### src/shared/srq_pkg.sv
// Constants, commands and carrier types of the status reporting block.
// Assumes one instrument clock; all users import this package.
package srq_pkg;
    // Error queue.
    localparam int SRQ_ERRQ_DEPTH = 30;
    localparam int SRQ_CODE_W = 16;
    localparam logic [15:0] ERR_OVERFLOW = 16'h015e;
    localparam logic [15:0] ERR_NONE = 16'h0000;
    // Status byte bit positions.
    localparam int STB_TRG = 0;
    localparam int STB_MSG = 2;
    localparam int STB_MAV = 4;
    localparam int STB_ESB = 5;
    localparam int STB_RQS = 6;
    localparam int STB_OPERATION_READ_QUERY = 7;
    // Operation register bit positions.
    localparam int OP_RUN = 3;
    localparam int OP_ARM = 5;
    localparam int OP_OVLD = 11;
    // Reset values and fixed masks.
    localparam logic [7:0] SRE_RST = 8'h00;
    localparam logic [7:0] ESE_RST = 8'h00;
    localparam logic [15:0] OPERATION_MASK_COMMAND_RST = 16'h0000;
    localparam logic [7:0] STD_RST = 8'h80;
    localparam logic [7:0] STB_RQS_MASK = 8'h40;
    localparam logic [7:0] ESE_ERROR_MASK = 8'h3c;

    typedef enum logic [3:0] {
        CMD_NONE, CMD_STB_Q, CMD_SPOLL, CMD_SRE_W, CMD_SRE_Q, CMD_ESE_W,
        CMD_ESE_Q, CMD_ESR_Q, CMD_OPERATION_MASK_COMMAND_W, CMD_OPERATION_MASK_COMMAND_Q, CMD_OPERATION_READ_QUERY_Q,
        CMD_TER_Q, CMD_AER_Q, CMD_ERR_Q, CMD_DSP_Q, CMD_CLS
    } srq_cmd_t;

    typedef struct packed {
        logic valid;
        srq_cmd_t code;
        logic [15:0] arg;
    } srq_req_t;

    typedef struct packed {
        logic valid;
        logic [15:0] data;
    } srq_rsp_t;

    // Field order fixes the bit weights, most significant first.
    typedef struct packed {
        logic power_on;
        logic user_req;
        logic cmd_err;
        logic exec_err;
        logic dev_err;
        logic query_err;
        logic req_ctrl;
        logic op_done;
    } srq_std_evt_t;
endpackage : srq_pkg

### src/hw/srq_errq.sv
// First-in first-out error queue with a reserved overflow slot.
// Assumes push, pop and clear come from logic on the same clock.
`timescale 1ns/1ps
module srq_errq #(
    parameter int DEPTH = srq_pkg::SRQ_ERRQ_DEPTH
) (
    // Clock and reset
    input wire logic clock,
    input wire logic rstn,
    // Queue control
    input wire logic push,
    input wire logic [srq_pkg::SRQ_CODE_W-1:0] push_code,
    input wire logic pop,
    input wire logic clear,
    // Queue state
    output logic [srq_pkg::SRQ_CODE_W-1:0] head_code,
    output logic [$clog2(DEPTH+1)-1:0] level
);
    import srq_pkg::*;
    localparam int CW = $clog2(DEPTH + 1);
    localparam int PW = $clog2(DEPTH);

    logic [SRQ_CODE_W-1:0] mem [DEPTH];
    logic [PW-1:0] rd_q, wr_q;
    logic [CW-1:0] cnt_q;
    logic pop_ok, push_ok;
    logic [CW-1:0] base_cnt;
    logic [PW-1:0] base_wr, base_rd;
    logic [SRQ_CODE_W-1:0] push_val;

    function automatic logic [PW-1:0] wrap_inc(logic [PW-1:0] p);
        return (p == PW'(DEPTH - 1)) ? '0 : p + 1'b1;
    endfunction : wrap_inc

    always_comb begin
        pop_ok = pop && (cnt_q != '0) && !clear;
        base_cnt = clear ? '0 : cnt_q - CW'(pop_ok);
        base_wr = clear ? '0 : wr_q;
        base_rd = clear ? '0 : (pop_ok ? wrap_inc(rd_q) : rd_q);
        // Once the last free slot is reached the error itself is dropped
        // and the overflow code takes its place.
        push_ok = push && (base_cnt < CW'(DEPTH));
        push_val = (base_cnt < CW'(DEPTH - 1)) ? push_code : ERR_OVERFLOW;
    end

    always_ff @(posedge clock) begin
        if (push_ok) begin
            mem[base_wr] <= push_val;
        end
    end

    always_ff @(posedge clock) begin
        if (!rstn) begin
            rd_q <= '0;
            wr_q <= '0;
            cnt_q <= '0;
        end else begin
            rd_q <= base_rd;
            wr_q <= push_ok ? wrap_inc(base_wr) : base_wr;
            cnt_q <= base_cnt + CW'(push_ok);
        end
    end

    assign head_code = (cnt_q == '0) ? ERR_NONE : mem[rd_q];
    assign level = cnt_q;

    a_errq_overflow: assert property (
        @(posedge clock) disable iff (!rstn)
        push && !pop && !clear && cnt_q == CW'(DEPTH - 1)
        |=> cnt_q == CW'(DEPTH) && mem[$past(wr_q)] == ERR_OVERFLOW)
        else $error("overflow code not stored in last slot");
    a_errq_full_drop: assert property (
        @(posedge clock) disable iff (!rstn)
        push && !pop && !clear && cnt_q == CW'(DEPTH)
        |=> cnt_q == CW'(DEPTH) && $stable(wr_q))
        else $error("error accepted into a full queue");
    a_errq_clear_empty: assert property (
        @(posedge clock) disable iff (!rstn)
        clear && !push |=> cnt_q == '0 && head_code == ERR_NONE)
        else $error("queue not empty after clear");
endmodule : srq_errq

### src/hw/srq_top.sv
// Status reporting and service request logic of the instrument.
// Assumes the command parser, acquisition logic and output queue run on
// the same clock and present one command per valid cycle.
`timescale 1ns/1ps
module srq_top (
    // Clock and reset
    input wire logic clock,
    input wire logic rstn,
    // Command port from the parser
    input wire srq_pkg::srq_req_t req,
    input wire logic after_terminator,
    output srq_pkg::srq_rsp_t rsp_q,
    // Acquisition events and conditions
    input wire logic trigger_evt,
    input wire logic armed_evt,
    input wire logic running,
    input wire logic overload,
    // Standard events, one cycle pulses
    input wire srq_pkg::srq_std_evt_t std_evt,
    // Error reports
    input wire logic err_valid,
    input wire logic [srq_pkg::SRQ_CODE_W-1:0] err_code,
    // Advisory messages
    input wire logic adv_valid,
    input wire logic adv_from_dsp,
    input wire logic [15:0] adv_code,
    // Output queue
    input wire logic oq_has_data,
    output logic oq_clear_q,
    // Controller link
    output logic srq_q
);
    import srq_pkg::*;

    function automatic logic is_cmd(srq_req_t r, srq_cmd_t c);
        return r.valid && (r.code == c);
    endfunction : is_cmd

    // Configuration masks.
    logic [7:0] sre_q;
    logic [7:0] ese_q;
    logic [15:0] operation_mask_command_q;
    // Event registers and latches.
    logic [7:0] std_q;
    logic [15:0] op_q;
    logic trg_q;
    logic arm_q;
    logic msg_q;
    logic [15:0] msg_code_q;
    // Service request state.
    logic rqs_q;
    logic rqs_d;
    logic [7:0] prev_en_q;
    // Live summary.
    logic [7:0] summary;
    logic [7:0] enabled;
    logic master_summary_bit;
    logic rqs_set;
    logic [15:0] op_set;
    logic [7:0] std_set;
    logic cls;
    logic spoll;
    logic [SRQ_CODE_W-1:0] err_head;
    srq_rsp_t rsp_d;

    assign cls = is_cmd(req, CMD_CLS);
    assign spoll = is_cmd(req, CMD_SPOLL);
    // The packed layout puts the four error flags at bits 2 to 5.
    assign std_set = std_evt;

    // Masks.
    always_ff @(posedge clock) begin
        if (!rstn) begin
            sre_q <= SRE_RST;
        end else if (is_cmd(req, CMD_SRE_W)) begin
            sre_q <= req.arg[7:0];
        end
    end

    always_ff @(posedge clock) begin
        if (!rstn) begin
            ese_q <= ESE_RST;
        end else if (is_cmd(req, CMD_ESE_W)) begin
            ese_q <= req.arg[7:0];
        end
    end

    always_ff @(posedge clock) begin
        if (!rstn) begin
            operation_mask_command_q <= OPERATION_MASK_COMMAND_RST;
        end else if (is_cmd(req, CMD_OPERATION_MASK_COMMAND_W)) begin
            operation_mask_command_q <= req.arg;
        end
    end

    // Standard events latch whatever the enable mask says; a new event in
    // the same cycle as the clearing query survives it.
    always_ff @(posedge clock) begin
        if (!rstn) begin
            std_q <= STD_RST;
        end else if (is_cmd(req, CMD_ESR_Q) || cls) begin
            std_q <= std_set;
        end else begin
            std_q <= std_q | std_set;
        end
    end

    always_comb begin
        op_set = '0;
        op_set[OP_RUN] = running;
        op_set[OP_ARM] = arm_q;
        op_set[OP_OVLD] = overload;
    end

    // A live condition sets its bit again right after a read; that keeps
    // the register honest about a state that is still present.
    always_ff @(posedge clock) begin
        if (!rstn) begin
            op_q <= '0;
        end else if (is_cmd(req, CMD_OPERATION_READ_QUERY_Q) || cls) begin
            op_q <= op_set;
        end else begin
            op_q <= op_q | op_set;
        end
    end

    always_ff @(posedge clock) begin
        if (!rstn) begin
            trg_q <= 1'b0;
        end else if (trigger_evt) begin
            trg_q <= 1'b1;
        end else if (is_cmd(req, CMD_TER_Q) || cls) begin
            trg_q <= 1'b0;
        end
    end

    always_ff @(posedge clock) begin
        if (!rstn) begin
            arm_q <= 1'b0;
        end else if (armed_evt) begin
            arm_q <= 1'b1;
        end else if (is_cmd(req, CMD_AER_Q) || cls) begin
            arm_q <= 1'b0;
        end
    end

    // The message queue keeps only the newest advisory text.
    always_ff @(posedge clock) begin
        if (!rstn) begin
            msg_q <= 1'b0;
            msg_code_q <= '0;
        end else if (adv_valid) begin
            msg_code_q <= adv_code;
            msg_q <= !adv_from_dsp || (msg_q && !cls);
        end else if (cls) begin
            msg_q <= 1'b0;
            msg_code_q <= '0;
        end
    end

    srq_errq #(
        .DEPTH(SRQ_ERRQ_DEPTH)
    ) u_errq (
        .clock(clock),
        .rstn(rstn),
        .push(err_valid),
        .push_code(err_code),
        .pop(is_cmd(req, CMD_ERR_Q)),
        .clear(cls),
        .head_code(err_head),
        .level()
    );

    // Live status byte without bit six.
    always_comb begin
        summary = '0;
        summary[STB_TRG] = trg_q;
        summary[STB_MSG] = msg_q;
        summary[STB_MAV] = oq_has_data;
        summary[STB_ESB] = |(std_q & ese_q);
        summary[STB_OPERATION_READ_QUERY] = |(op_q & operation_mask_command_q);
    end

    assign enabled = summary & sre_q & ~STB_RQS_MASK;
    assign master_summary_bit = |enabled;
    // Only a newly enabled summary bit requests service, so one event
    // that stays set cannot raise a second request after the poll.
    assign rqs_set = |(enabled & ~prev_en_q);
    assign rqs_d = rqs_set || (rqs_q && !spoll);

    always_ff @(posedge clock) begin
        if (!rstn) begin
            prev_en_q <= '0;
            rqs_q <= 1'b0;
            srq_q <= 1'b0;
        end else begin
            prev_en_q <= enabled;
            rqs_q <= rqs_d;
            srq_q <= rqs_d;
        end
    end

    always_ff @(posedge clock) begin
        if (!rstn) begin
            oq_clear_q <= 1'b0;
        end else begin
            oq_clear_q <= cls && after_terminator;
        end
    end

    // Query answers, registered one cycle after the command.
    always_comb begin
        rsp_d.valid = req.valid;
        rsp_d.data = '0;
        unique case (req.code)
            CMD_STB_Q: begin
                rsp_d.data = {8'h00, summary | (master_summary_bit ? STB_RQS_MASK : 8'h00)};
            end
            CMD_SPOLL: begin
                rsp_d.data = {8'h00, summary | (rqs_q ? STB_RQS_MASK : 8'h00)};
            end
            CMD_SRE_Q: rsp_d.data = {8'h00, sre_q};
            CMD_ESE_Q: rsp_d.data = {8'h00, ese_q};
            CMD_ESR_Q: rsp_d.data = {8'h00, std_q};
            CMD_OPERATION_MASK_COMMAND_Q: rsp_d.data = operation_mask_command_q;
            CMD_OPERATION_READ_QUERY_Q: rsp_d.data = op_q;
            CMD_TER_Q: rsp_d.data = {15'h0000, trg_q};
            CMD_AER_Q: rsp_d.data = {15'h0000, arm_q};
            CMD_ERR_Q: rsp_d.data = err_head;
            CMD_DSP_Q: rsp_d.data = msg_code_q;
            CMD_NONE, CMD_SRE_W, CMD_ESE_W, CMD_OPERATION_MASK_COMMAND_W, CMD_CLS: begin
                rsp_d.valid = 1'b0;
            end
        endcase
    end

    always_ff @(posedge clock) begin
        if (!rstn) begin
            rsp_q <= '0;
        end else begin
            rsp_q <= rsp_d;
        end
    end

    a_rqs_on_enable: assert property (
        @(posedge clock) disable iff (!rstn)
        (enabled & ~prev_en_q) != 8'h00 |=> rqs_q && srq_q)
        else $error("enabled summary did not request service");
    a_spoll_clears_rqs: assert property (
        @(posedge clock) disable iff (!rstn)
        spoll && !rqs_set |=> !rqs_q ##0 !srq_q)
        else $error("serial poll left request service set");
    a_spoll_reports_rqs: assert property (
        @(posedge clock) disable iff (!rstn)
        spoll |=> rsp_q.valid && rsp_q.data[STB_RQS] == $past(rqs_q))
        else $error("serial poll did not report request service");
    a_stb_keeps_rqs: assert property (
        @(posedge clock) disable iff (!rstn)
        is_cmd(req, CMD_STB_Q) && rqs_q
        |=> rqs_q && rsp_q.data[STB_RQS] == $past(master_summary_bit))
        else $error("status query disturbed request service");
    a_stb_no_side: assert property (
        @(posedge clock) disable iff (!rstn)
        is_cmd(req, CMD_STB_Q) && !rqs_set |=> rqs_q == $past(rqs_q))
        else $error("status query changed request service");
    a_sre_stored: assert property (
        @(posedge clock) disable iff (!rstn)
        is_cmd(req, CMD_SRE_W) |=> sre_q == $past(req.arg[7:0]))
        else $error("request enable mask not stored");
    a_sre_readback: assert property (
        @(posedge clock) disable iff (!rstn)
        is_cmd(req, CMD_SRE_Q)
        |=> rsp_q.valid && rsp_q.data == {8'h00, $past(sre_q)})
        else $error("request enable mask not read back");
    a_ese_readback: assert property (
        @(posedge clock) disable iff (!rstn)
        is_cmd(req, CMD_ESE_Q)
        |=> rsp_q.valid && rsp_q.data == {8'h00, $past(ese_q)})
        else $error("event enable mask not read back");
    a_mav_follows_oq: assert property (
        @(posedge clock) disable iff (!rstn)
        is_cmd(req, CMD_STB_Q)
        |=> rsp_q.data[STB_MAV] == $past(oq_has_data))
        else $error("message available bit wrong");
    a_trg_latched: assert property (
        @(posedge clock) disable iff (!rstn)
        trigger_evt |=> trg_q ##1 (trg_q || $past(cls)
        || $past(is_cmd(req, CMD_TER_Q))))
        else $error("trigger latch lost");
    a_esr_read_clear: assert property (
        @(posedge clock) disable iff (!rstn)
        is_cmd(req, CMD_ESR_Q) && std_set == 8'h00
        |=> std_q == 8'h00 && rsp_q.data[7:0] == $past(std_q))
        else $error("event register not returned and cleared");
    a_error_mask_esb: assert property (
        @(posedge clock) disable iff (!rstn)
        ese_q == ESE_ERROR_MASK && std_evt.exec_err
        && !is_cmd(req, CMD_ESE_W) |=> summary[STB_ESB])
        else $error("enabled error event gave no event summary");
    a_disabled_latch: assert property (
        @(posedge clock) disable iff (!rstn)
        std_evt.op_done && !ese_q[0] && !is_cmd(req, CMD_ESR_Q) && !cls
        |=> std_q[0])
        else $error("disabled standard event did not latch");
    a_operation_read_query_read_clear: assert property (
        @(posedge clock) disable iff (!rstn)
        is_cmd(req, CMD_OPERATION_READ_QUERY_Q) && op_set == 16'h0000 |=> op_q == 16'h0000)
        else $error("operation register not cleared by read");
    a_run_flag: assert property (
        @(posedge clock) disable iff (!rstn)
        running |=> op_q[OP_RUN])
        else $error("running condition did not set its flag");
    a_overload_flag: assert property (
        @(posedge clock) disable iff (!rstn)
        overload |=> op_q[OP_OVLD])
        else $error("overload condition did not set its flag");
    a_arm_to_operation_read_query: assert property (
        @(posedge clock) disable iff (!rstn)
        armed_evt && operation_mask_command_q[OP_ARM] ##1 !cls && !is_cmd(req, CMD_OPERATION_READ_QUERY_Q)
        |=> op_q[OP_ARM] && summary[STB_OPERATION_READ_QUERY])
        else $error("arm latch did not reach operation summary");
    a_err_answer: assert property (
        @(posedge clock) disable iff (!rstn)
        is_cmd(req, CMD_ERR_Q)
        |=> rsp_q.valid && rsp_q.data == $past(err_head))
        else $error("error read did not return the queue head");
    a_dsp_no_flag: assert property (
        @(posedge clock) disable iff (!rstn)
        adv_valid && adv_from_dsp && !msg_q |=> !msg_q)
        else $error("display message set the message flag");
    a_msg_newest: assert property (
        @(posedge clock) disable iff (!rstn)
        adv_valid |=> msg_code_q == $past(adv_code))
        else $error("message queue did not keep the newest advisory");
    a_cls_clears: assert property (
        @(posedge clock) disable iff (!rstn)
        cls && !trigger_evt && !armed_evt && std_set == 8'h00
        |=> !trg_q && !arm_q && std_q == 8'h00
        && oq_clear_q == $past(after_terminator))
        else $error("clear did not empty event registers");
    a_oq_clear_only: assert property (
        @(posedge clock) disable iff (!rstn)
        !(cls && after_terminator) |=> !oq_clear_q)
        else $error("output queue cleared without a clear command");
    a_srq_line: assert property (
        @(posedge clock) disable iff (!rstn)
        srq_q == rqs_q)
        else $error("service request line differs from request service");
endmodule : srq_top

### config.mk
export PLATFORM = sky130hd
export DESIGN_NAME = srq_top
export DESIGN_NICKNAME = d
export VERILOG_FILES = /design/src/shared/srq_pkg.sv /design/src/hw/srq_errq.sv /design/src/hw/srq_top.sv
export SDC_FILE = /design/constraint.sdc
export NUM_CORES = 1
export LEC_CHECK = 0
export BUFFER_PORTS_ARGS = -buffer_cell sky130_fd_sc_hd__buf_2
export CAP_MARGIN = 10
export CELL_PAD_IN_SITES_DETAIL_PLACEMENT = 1
export CELL_PAD_IN_SITES_GLOBAL_PLACEMENT = 2
export CORE_MARGIN = 3
export CORE_UTILIZATION = 45
export DETAILED_ROUTE_END_ITERATION = 12
export MAX_ROUTING_LAYER = met4
export PLACE_DENSITY_LB_ADDON = 0.05
export SLEW_MARGIN = 10
export SYNTH_ARGS = -nofsm -noshare
export SYNTH_HDL_FRONTEND = slang
export SYNTH_SLANG_ARGS = --single-unit
### constraint.sdc
create_clock -name clock -period 5.7 [get_ports clock]
set_input_delay 1.14 -clock clock [delete_from_list [all_inputs] [get_ports clock]]
set_output_delay 1.14 -clock clock [all_outputs]
set_load 0.01 [all_outputs]
# Yosys cells after proc, flatten, opt, wreduce, memory -nomap -nowiden
# Memories as Yosys holds them, arrays and structs flattened. A register that Yosys moved wholly into a read port is not among the register bits.
# Cells that the tools add are included.
[word_totals] register_bits=117 ram_bits=480 input_bits=72 n_memories=1
[classes] addsub=4 n_lt_le_gt_ge=2 n_eq_ne=17 mux=24 n_bitwise=10 n_reduce_logical=38
[memory_table] name="u_errq.mem" depth=30 width=16 rd=1 rd_clocked_by_memory_dff=1 write_ports=1 line="srq_errq.sv:23" source="logic [SRQ_CODE_W-1:0] mem [DEPTH];"
[ops] op="case mux 16 bit (11 select lines)" count=1
[ops] op="two-way mux 16 bit" count=4
[ops] op="two-way mux 5 bit" count=7
[ops] op="equality test 4 bit (second input constant)" count=8
[ops] op="AND 8 bit" count=3
[ops] op="AND 16 bit" count=1
[ops] op="equality test 4 x 3 -> 1 bit (second input constant)" count=4
[ops] op="logical AND 1 bit" count=16
[ops] op="OR 16 x 12 -> 16 bit" count=1
[ops] op="OR 8 x 7 -> 8 bit" count=2
[ops] op="OR reduction 16 bit" count=1
[ops] op="OR reduction 8 bit" count=2
[ops] op="two-way mux 7 bit" count=2
[ops] op="two-way mux 12 bit" count=1
[ops] op="adder 5 x 1 -> 5 bit (second input constant)" count=2
[ops] op="equality test 5 bit (second input constant)" count=2
[ops] op="less-than comparator 5 bit (second input constant)" count=2
[ops] op="equality test 4 x 2 -> 1 bit (second input constant)" count=2
[ops] op="two-way mux 1 bit" count=8
[ops] op="two-way mux 8 bit" count=1
[ops] op="inverter 8 bit" count=1
[ops] op="OR 8 bit" count=1
[ops] op="OR reduction 7 bit" count=1
[ops] op="logical OR 1 bit" count=6
[ops] op="other kinds (11)" count=16

# Depth between registers and ports, before layout
[logic_depth] ltp_word=10 mapped_depth=17

# Hierarchy
# A second synthesis with hierarchy kept.
[hier_totals] cells_unflattened=1448 hier_area_um2=23648.9
[by_module_without_submodules] module="srq_errq" n_inst=1 cells_each=1024 area_per_inst_um2=19776.5 seq_area_each_um2=14814.2
[by_module_without_submodules] module="srq_top" n_inst=1 cells_each=424 area_per_inst_um2=3872.5 seq_area_each_um2=1721.7

# Worst setup path before layout
# Ideal clock, no wire load.
[synth_timing] path_type="input to register" start="input req[17] in the netlist's numbering" end="memory u_errq.mem[24][0] (enable)" t_arrival_ns=4.059 slack_ns=1.253 path_stages=13 n_path_buf=1 path_cell_list="buf_2 > nand2b_1 > a311oi_1 > nand2_1 > inv_2 > ha_1 > ha_1 > nand2b_1 > o21ai_1 > a31o_2 > a21boi_4 > nand2_1 > nor2_1"
[synth_between] elab_chain_len=10 elab_cells_between_ends=14
[synth_lines] element="start: declaration" line="srq_top.sv:10" source="input wire srq_pkg::srq_req_t req,"
[synth_lines] element="equality test 4 bit" line="srq_top.sv:36" source="return r.valid && (r.code == c);"
[synth_lines] element="logical AND 1 bit" line="srq_top.sv:36"
[synth_lines] element="logical AND 1 bit / logical NOT 1 bit (equally long branches)" line="srq_errq.sv:36" source="pop_ok = pop && (cnt_q != '0) && !clear;"
[synth_lines] element="logical AND 1 bit" line="srq_errq.sv:36"
[synth_lines] element="subtractor 5 x 1 -> 5 bit" line="srq_errq.sv:37" source="base_cnt = clear ? '0 : cnt_q - CW'(pop_ok);"
[synth_lines] element="two-way mux 5 bit" line="srq_errq.sv:37"
[synth_lines] element="less-than comparator 5 bit" line="srq_errq.sv:42" source="push_ok = push && (base_cnt < CW'(DEPTH));"
[synth_lines] element="logical AND 1 bit" line="srq_errq.sv:42"
[synth_lines] element="two-way mux 1 bit" line="srq_errq.sv:47" source="if (push_ok) begin"
[synth_lines] element="two-way mux 1 bit (implied by the code)" line="srq_errq.sv:48" source="mem[base_wr] <= push_val;"
[synth_lines] element="end: declaration" line="srq_errq.sv:23"
# Several ways; a longest one is shown, not always the timed one.

# Worst setup path in the final report
[layout_timing] start="input req[17] in the netlist's numbering" end="memory u_errq.mem[29][14] (data pin)"
[layout_between] elab_chain_len=8 elab_cells_between_ends=11
[layout_lines] element="equality test 4 bit" line="srq_top.sv:36"
[layout_lines] element="logical AND 1 bit" line="srq_top.sv:36"
[layout_lines] element="logical AND 1 bit / logical NOT 1 bit (equally long branches)" line="srq_errq.sv:36"
[layout_lines] element="logical AND 1 bit" line="srq_errq.sv:36"
[layout_lines] element="subtractor 5 x 1 -> 5 bit" line="srq_errq.sv:37"
[layout_lines] element="two-way mux 5 bit *" line="srq_errq.sv:37"
[layout_lines] element="less-than comparator 5 bit *" line="srq_errq.sv:43" source="push_val = (base_cnt < CW'(DEPTH - 1)) ? push_code : ERR_OVERFLOW;"
[layout_lines] element="two-way mux 16 bit *" line="srq_errq.sv:43"
[layout_lines] element="via u_errq.push_val[14]" line="srq_errq.sv:29" source="logic [SRQ_CODE_W-1:0] push_val;"
# The timed path passes the listed nets; every way through them passes the cells marked *.

==> qor.yml <==
sta:
  drv_slew: 0
  fin_crit_sh_pct: 76.2
  hold_ws_ns: 0.462
  max_freq_ghz: 0.230
  clock-skew-final_ns: 0.0117
  rsz0062_at_grt: "false"
  tns_ns: 0
  max_slew_margin_pct: 21.6
  worst_pin_slew_ns: 1.18
  setup_viol: 0
  hold_violations: 0
  layout_min_cycle_time_ns: 4.35
critical_path:
  arrival_ns: 4.60
  path_class: "in -> reg"
  worstSetupEndpointType: "flop"
  crit_required_ns: 5.95
  critical_path.startpoint_type: "primary input"
  cp_max_fo: 30
floorplanning:
  core-area_um2: 50800
  die_h_um: 234
  rows: 82
  fp.dieArea_um2: 54700
  chipWidth_um: 234
  ios: 91
  start_util_pct: 46.0
clock_tree:
  cts_root_buf: "clkbuf_16"
  clkTransAtPathRegs_ns: 0.06
  cts.sinks: 586
  worstSkewPairLatency_ns: 0.63
  tritoncts: "built"
  clk_path_buf_depth: 3
  postCtsHoldBufs: 0
  cts_buffers: 60
  htree_num_levels: 2
  postCtsSetupBuffers: 0
  post_cts_resize_count: 0
synthesis:
  synthTopCellsByArea: "edfxtp_1 (62%), dfxtp_1 (9.1%), mux4_2 (8.9%)"
  synth_top_cell_area_share_pct: 61.6
  yosysWarnings: 0
  synth_top_area_cell: "edfxtp_1"
  ys_seq_area_share_pct: 70.7
  synthCells: 1433
  synth_cell_types: 68
  syn_avg_cell_area_um2: 16.3
  synth_edf_count: 480
  syn_nets: 1515
  synth_top_flop_cell: "edfxtp_1"
  synth-seq-cells: 586
  netlist_area_um2: 23400
  synthArstFlopShare_pct: 0
placement:
  dp_hpwl_um: 42600
  place.gp.congestion: 0.809
  port-buffer-count: 90
run_status:
  status: "completed"
final_layout:
  final_common_cell: "edfxtp_1"
  antennaDiodeCount: 0
  n_fill_cell: 4801
  fin_nets: 1648
  drive_gt1_share_pct: 25.0
  layout_common_cells: "edfxtp_1 (480), dfxtp_1 (101), nand2_1 (100), mux4_2 (92), buf_2 (90)"
  area_growth_pct: 14.6
route:
  routed_wl_um: 64000
  vias: 13200
  viasPerCell: 5.79
  drt-initial-drc-count: 1082
  routedWlPerCell_um: 28.1
  drt_pre_antenna_iters: 5
  drc_errors: 0
  drtAntennaViolNets: 0
power:
  cellPowerDensity_nw_per_um2: 336
  p_leak_nw: 8.74
  ir_drop_uv: 238
job:
  drv_cap: 0
global_route:
  antenna_found_initial: 0
  track_usage_pct: 24.5
  grt_pass1_wl_um: 94300
  grt_pass1_vias: 13800
  grt_max_degree: 54
  grt-ovfl-total: 0
min_path:
  hp-class: "reg -> reg"
-- cells in the mapped netlist, types with 6 or more instances --
cell type    n
o211ai_1     8
ha_1        10
a22o_1      18
nor2b_1     16
dfxtp_1    106
a21oi_1     66
nor3_1      12
buf_4       17
a211oi_1     8
nand2b_1    14
clkbuf_1    30
edfxtp_1   480
and2_1      16
o21ai_1      6
o22ai_1     23
nand3b_1     7
mux2i_1     70
nand3_1     28
buf_2       19
mux4_2      92
buf_1        6
mux2_2      15
inv_1        9
nand2_1    100
o21ai_0     18
xnor2_1      6
a31oi_1     11
a221oi_1     7
buf_6       12
nor2_1     102
a22oi_1     21
-- cell type report --
class	instances	area, um2	share of cell area, %
tap	672	841	3.14
inverter	13	48.8	0.182
clock buffer	76	1650	6.15
sequential	586	16500	61.7
clock inverter	30	357	1.33
timing repair buffer	155	978	3.65
multi-input combinational	750	6380	23.8
-- path summary, 6_finish.rpt --
path / slack (ns) / from / endpoint / depth (start not counted)
worst max-delay path: 1.35 / req[17] / u_errq.mem[29][14] / 13
worst min-delay path: 0.46 / operation_mask_command_q[7] / operation_mask_command_q[7] / 2
worst max register to register: 1.61 / u_errq.level[3] / u_errq.mem[29][14] / 12
worst min register to register: 0.46 / operation_mask_command_q[7] / operation_mask_command_q[7] / 2
-- power by group --
part,switching (W),internal [W],leakage (nW)
registers,0.0000254,0.00467,5.19
logic,0.000213,0.000102,2.57
clock network,0.00164,0.00236,0.978
-- routing by layer --
metal / vias to the layer above / global-route usage [%] / wire (um)
li1: 5916 / - / -
met1: 6925 / 32.5 / 27800
met2: 286 / 40.5 / 32300
met3: 88 / 3.32 / 2530
met4: 0 / 6.16 / 1400
met5: - / - / 0
-- through the flow --
step | area [um2] | setup WS (ns) | util (%) | cells | total power [W]
global route | 26800 | 1.00 | 52.8 | 2282 | 0.00929
global placement | 24700 | 0.826 | 48.7 | 2174 | 0.00509
detailed placement | 24700 | 0.579 | 48.7 | 2174 | 0.00510
floorplan | 23400 | 1.25 | - | 1433 | 0.00495
finish | 26800 | 1.35 | 52.8 | 2282 | 0.00901
CTS | 26700 | 1.23 | 52.7 | 2280 | 0.00909
-- registers in the layout (all words and copies together) (netlist names), 3 cells and up, named ones only --
signal,cells
ese_q,8
msg_code_q,16
op_q,3
operation_mask_command_q,16
prev_en_q,5
rsp_q,17
sre_q,8
std_q,8
u_errq.level,5
u_errq.mem,480
u_errq.rd_q,5
u_errq.wr_q,5
-- critical path, cell delays in order --
cell      delay, ns
buf_2          0.10
nand2b_1       0.19
a311oi_1       0.38
nand2_1        0.30
inv_2          0.17
ha_1           0.18
ha_1           0.22
nand2b_1       0.16
o21ai_1        0.13
a31o_2         0.30
nand2_1        0.07
buf_4          0.26
and2_1         0.95
-- cells by family after synthesis --
logic type | Yosys count | share of synthesized area, %
compound gates | 224 | 6.51
xor+xnor | 8 | 0.300
fa+ha+maj | 10 | 0.535
buf+inv | 97 | 2.32
flops | 586 | 70.7
mux | 183 | 13.1
simple gates | 325 | 6.54
(Power assumes the default switching activity.)
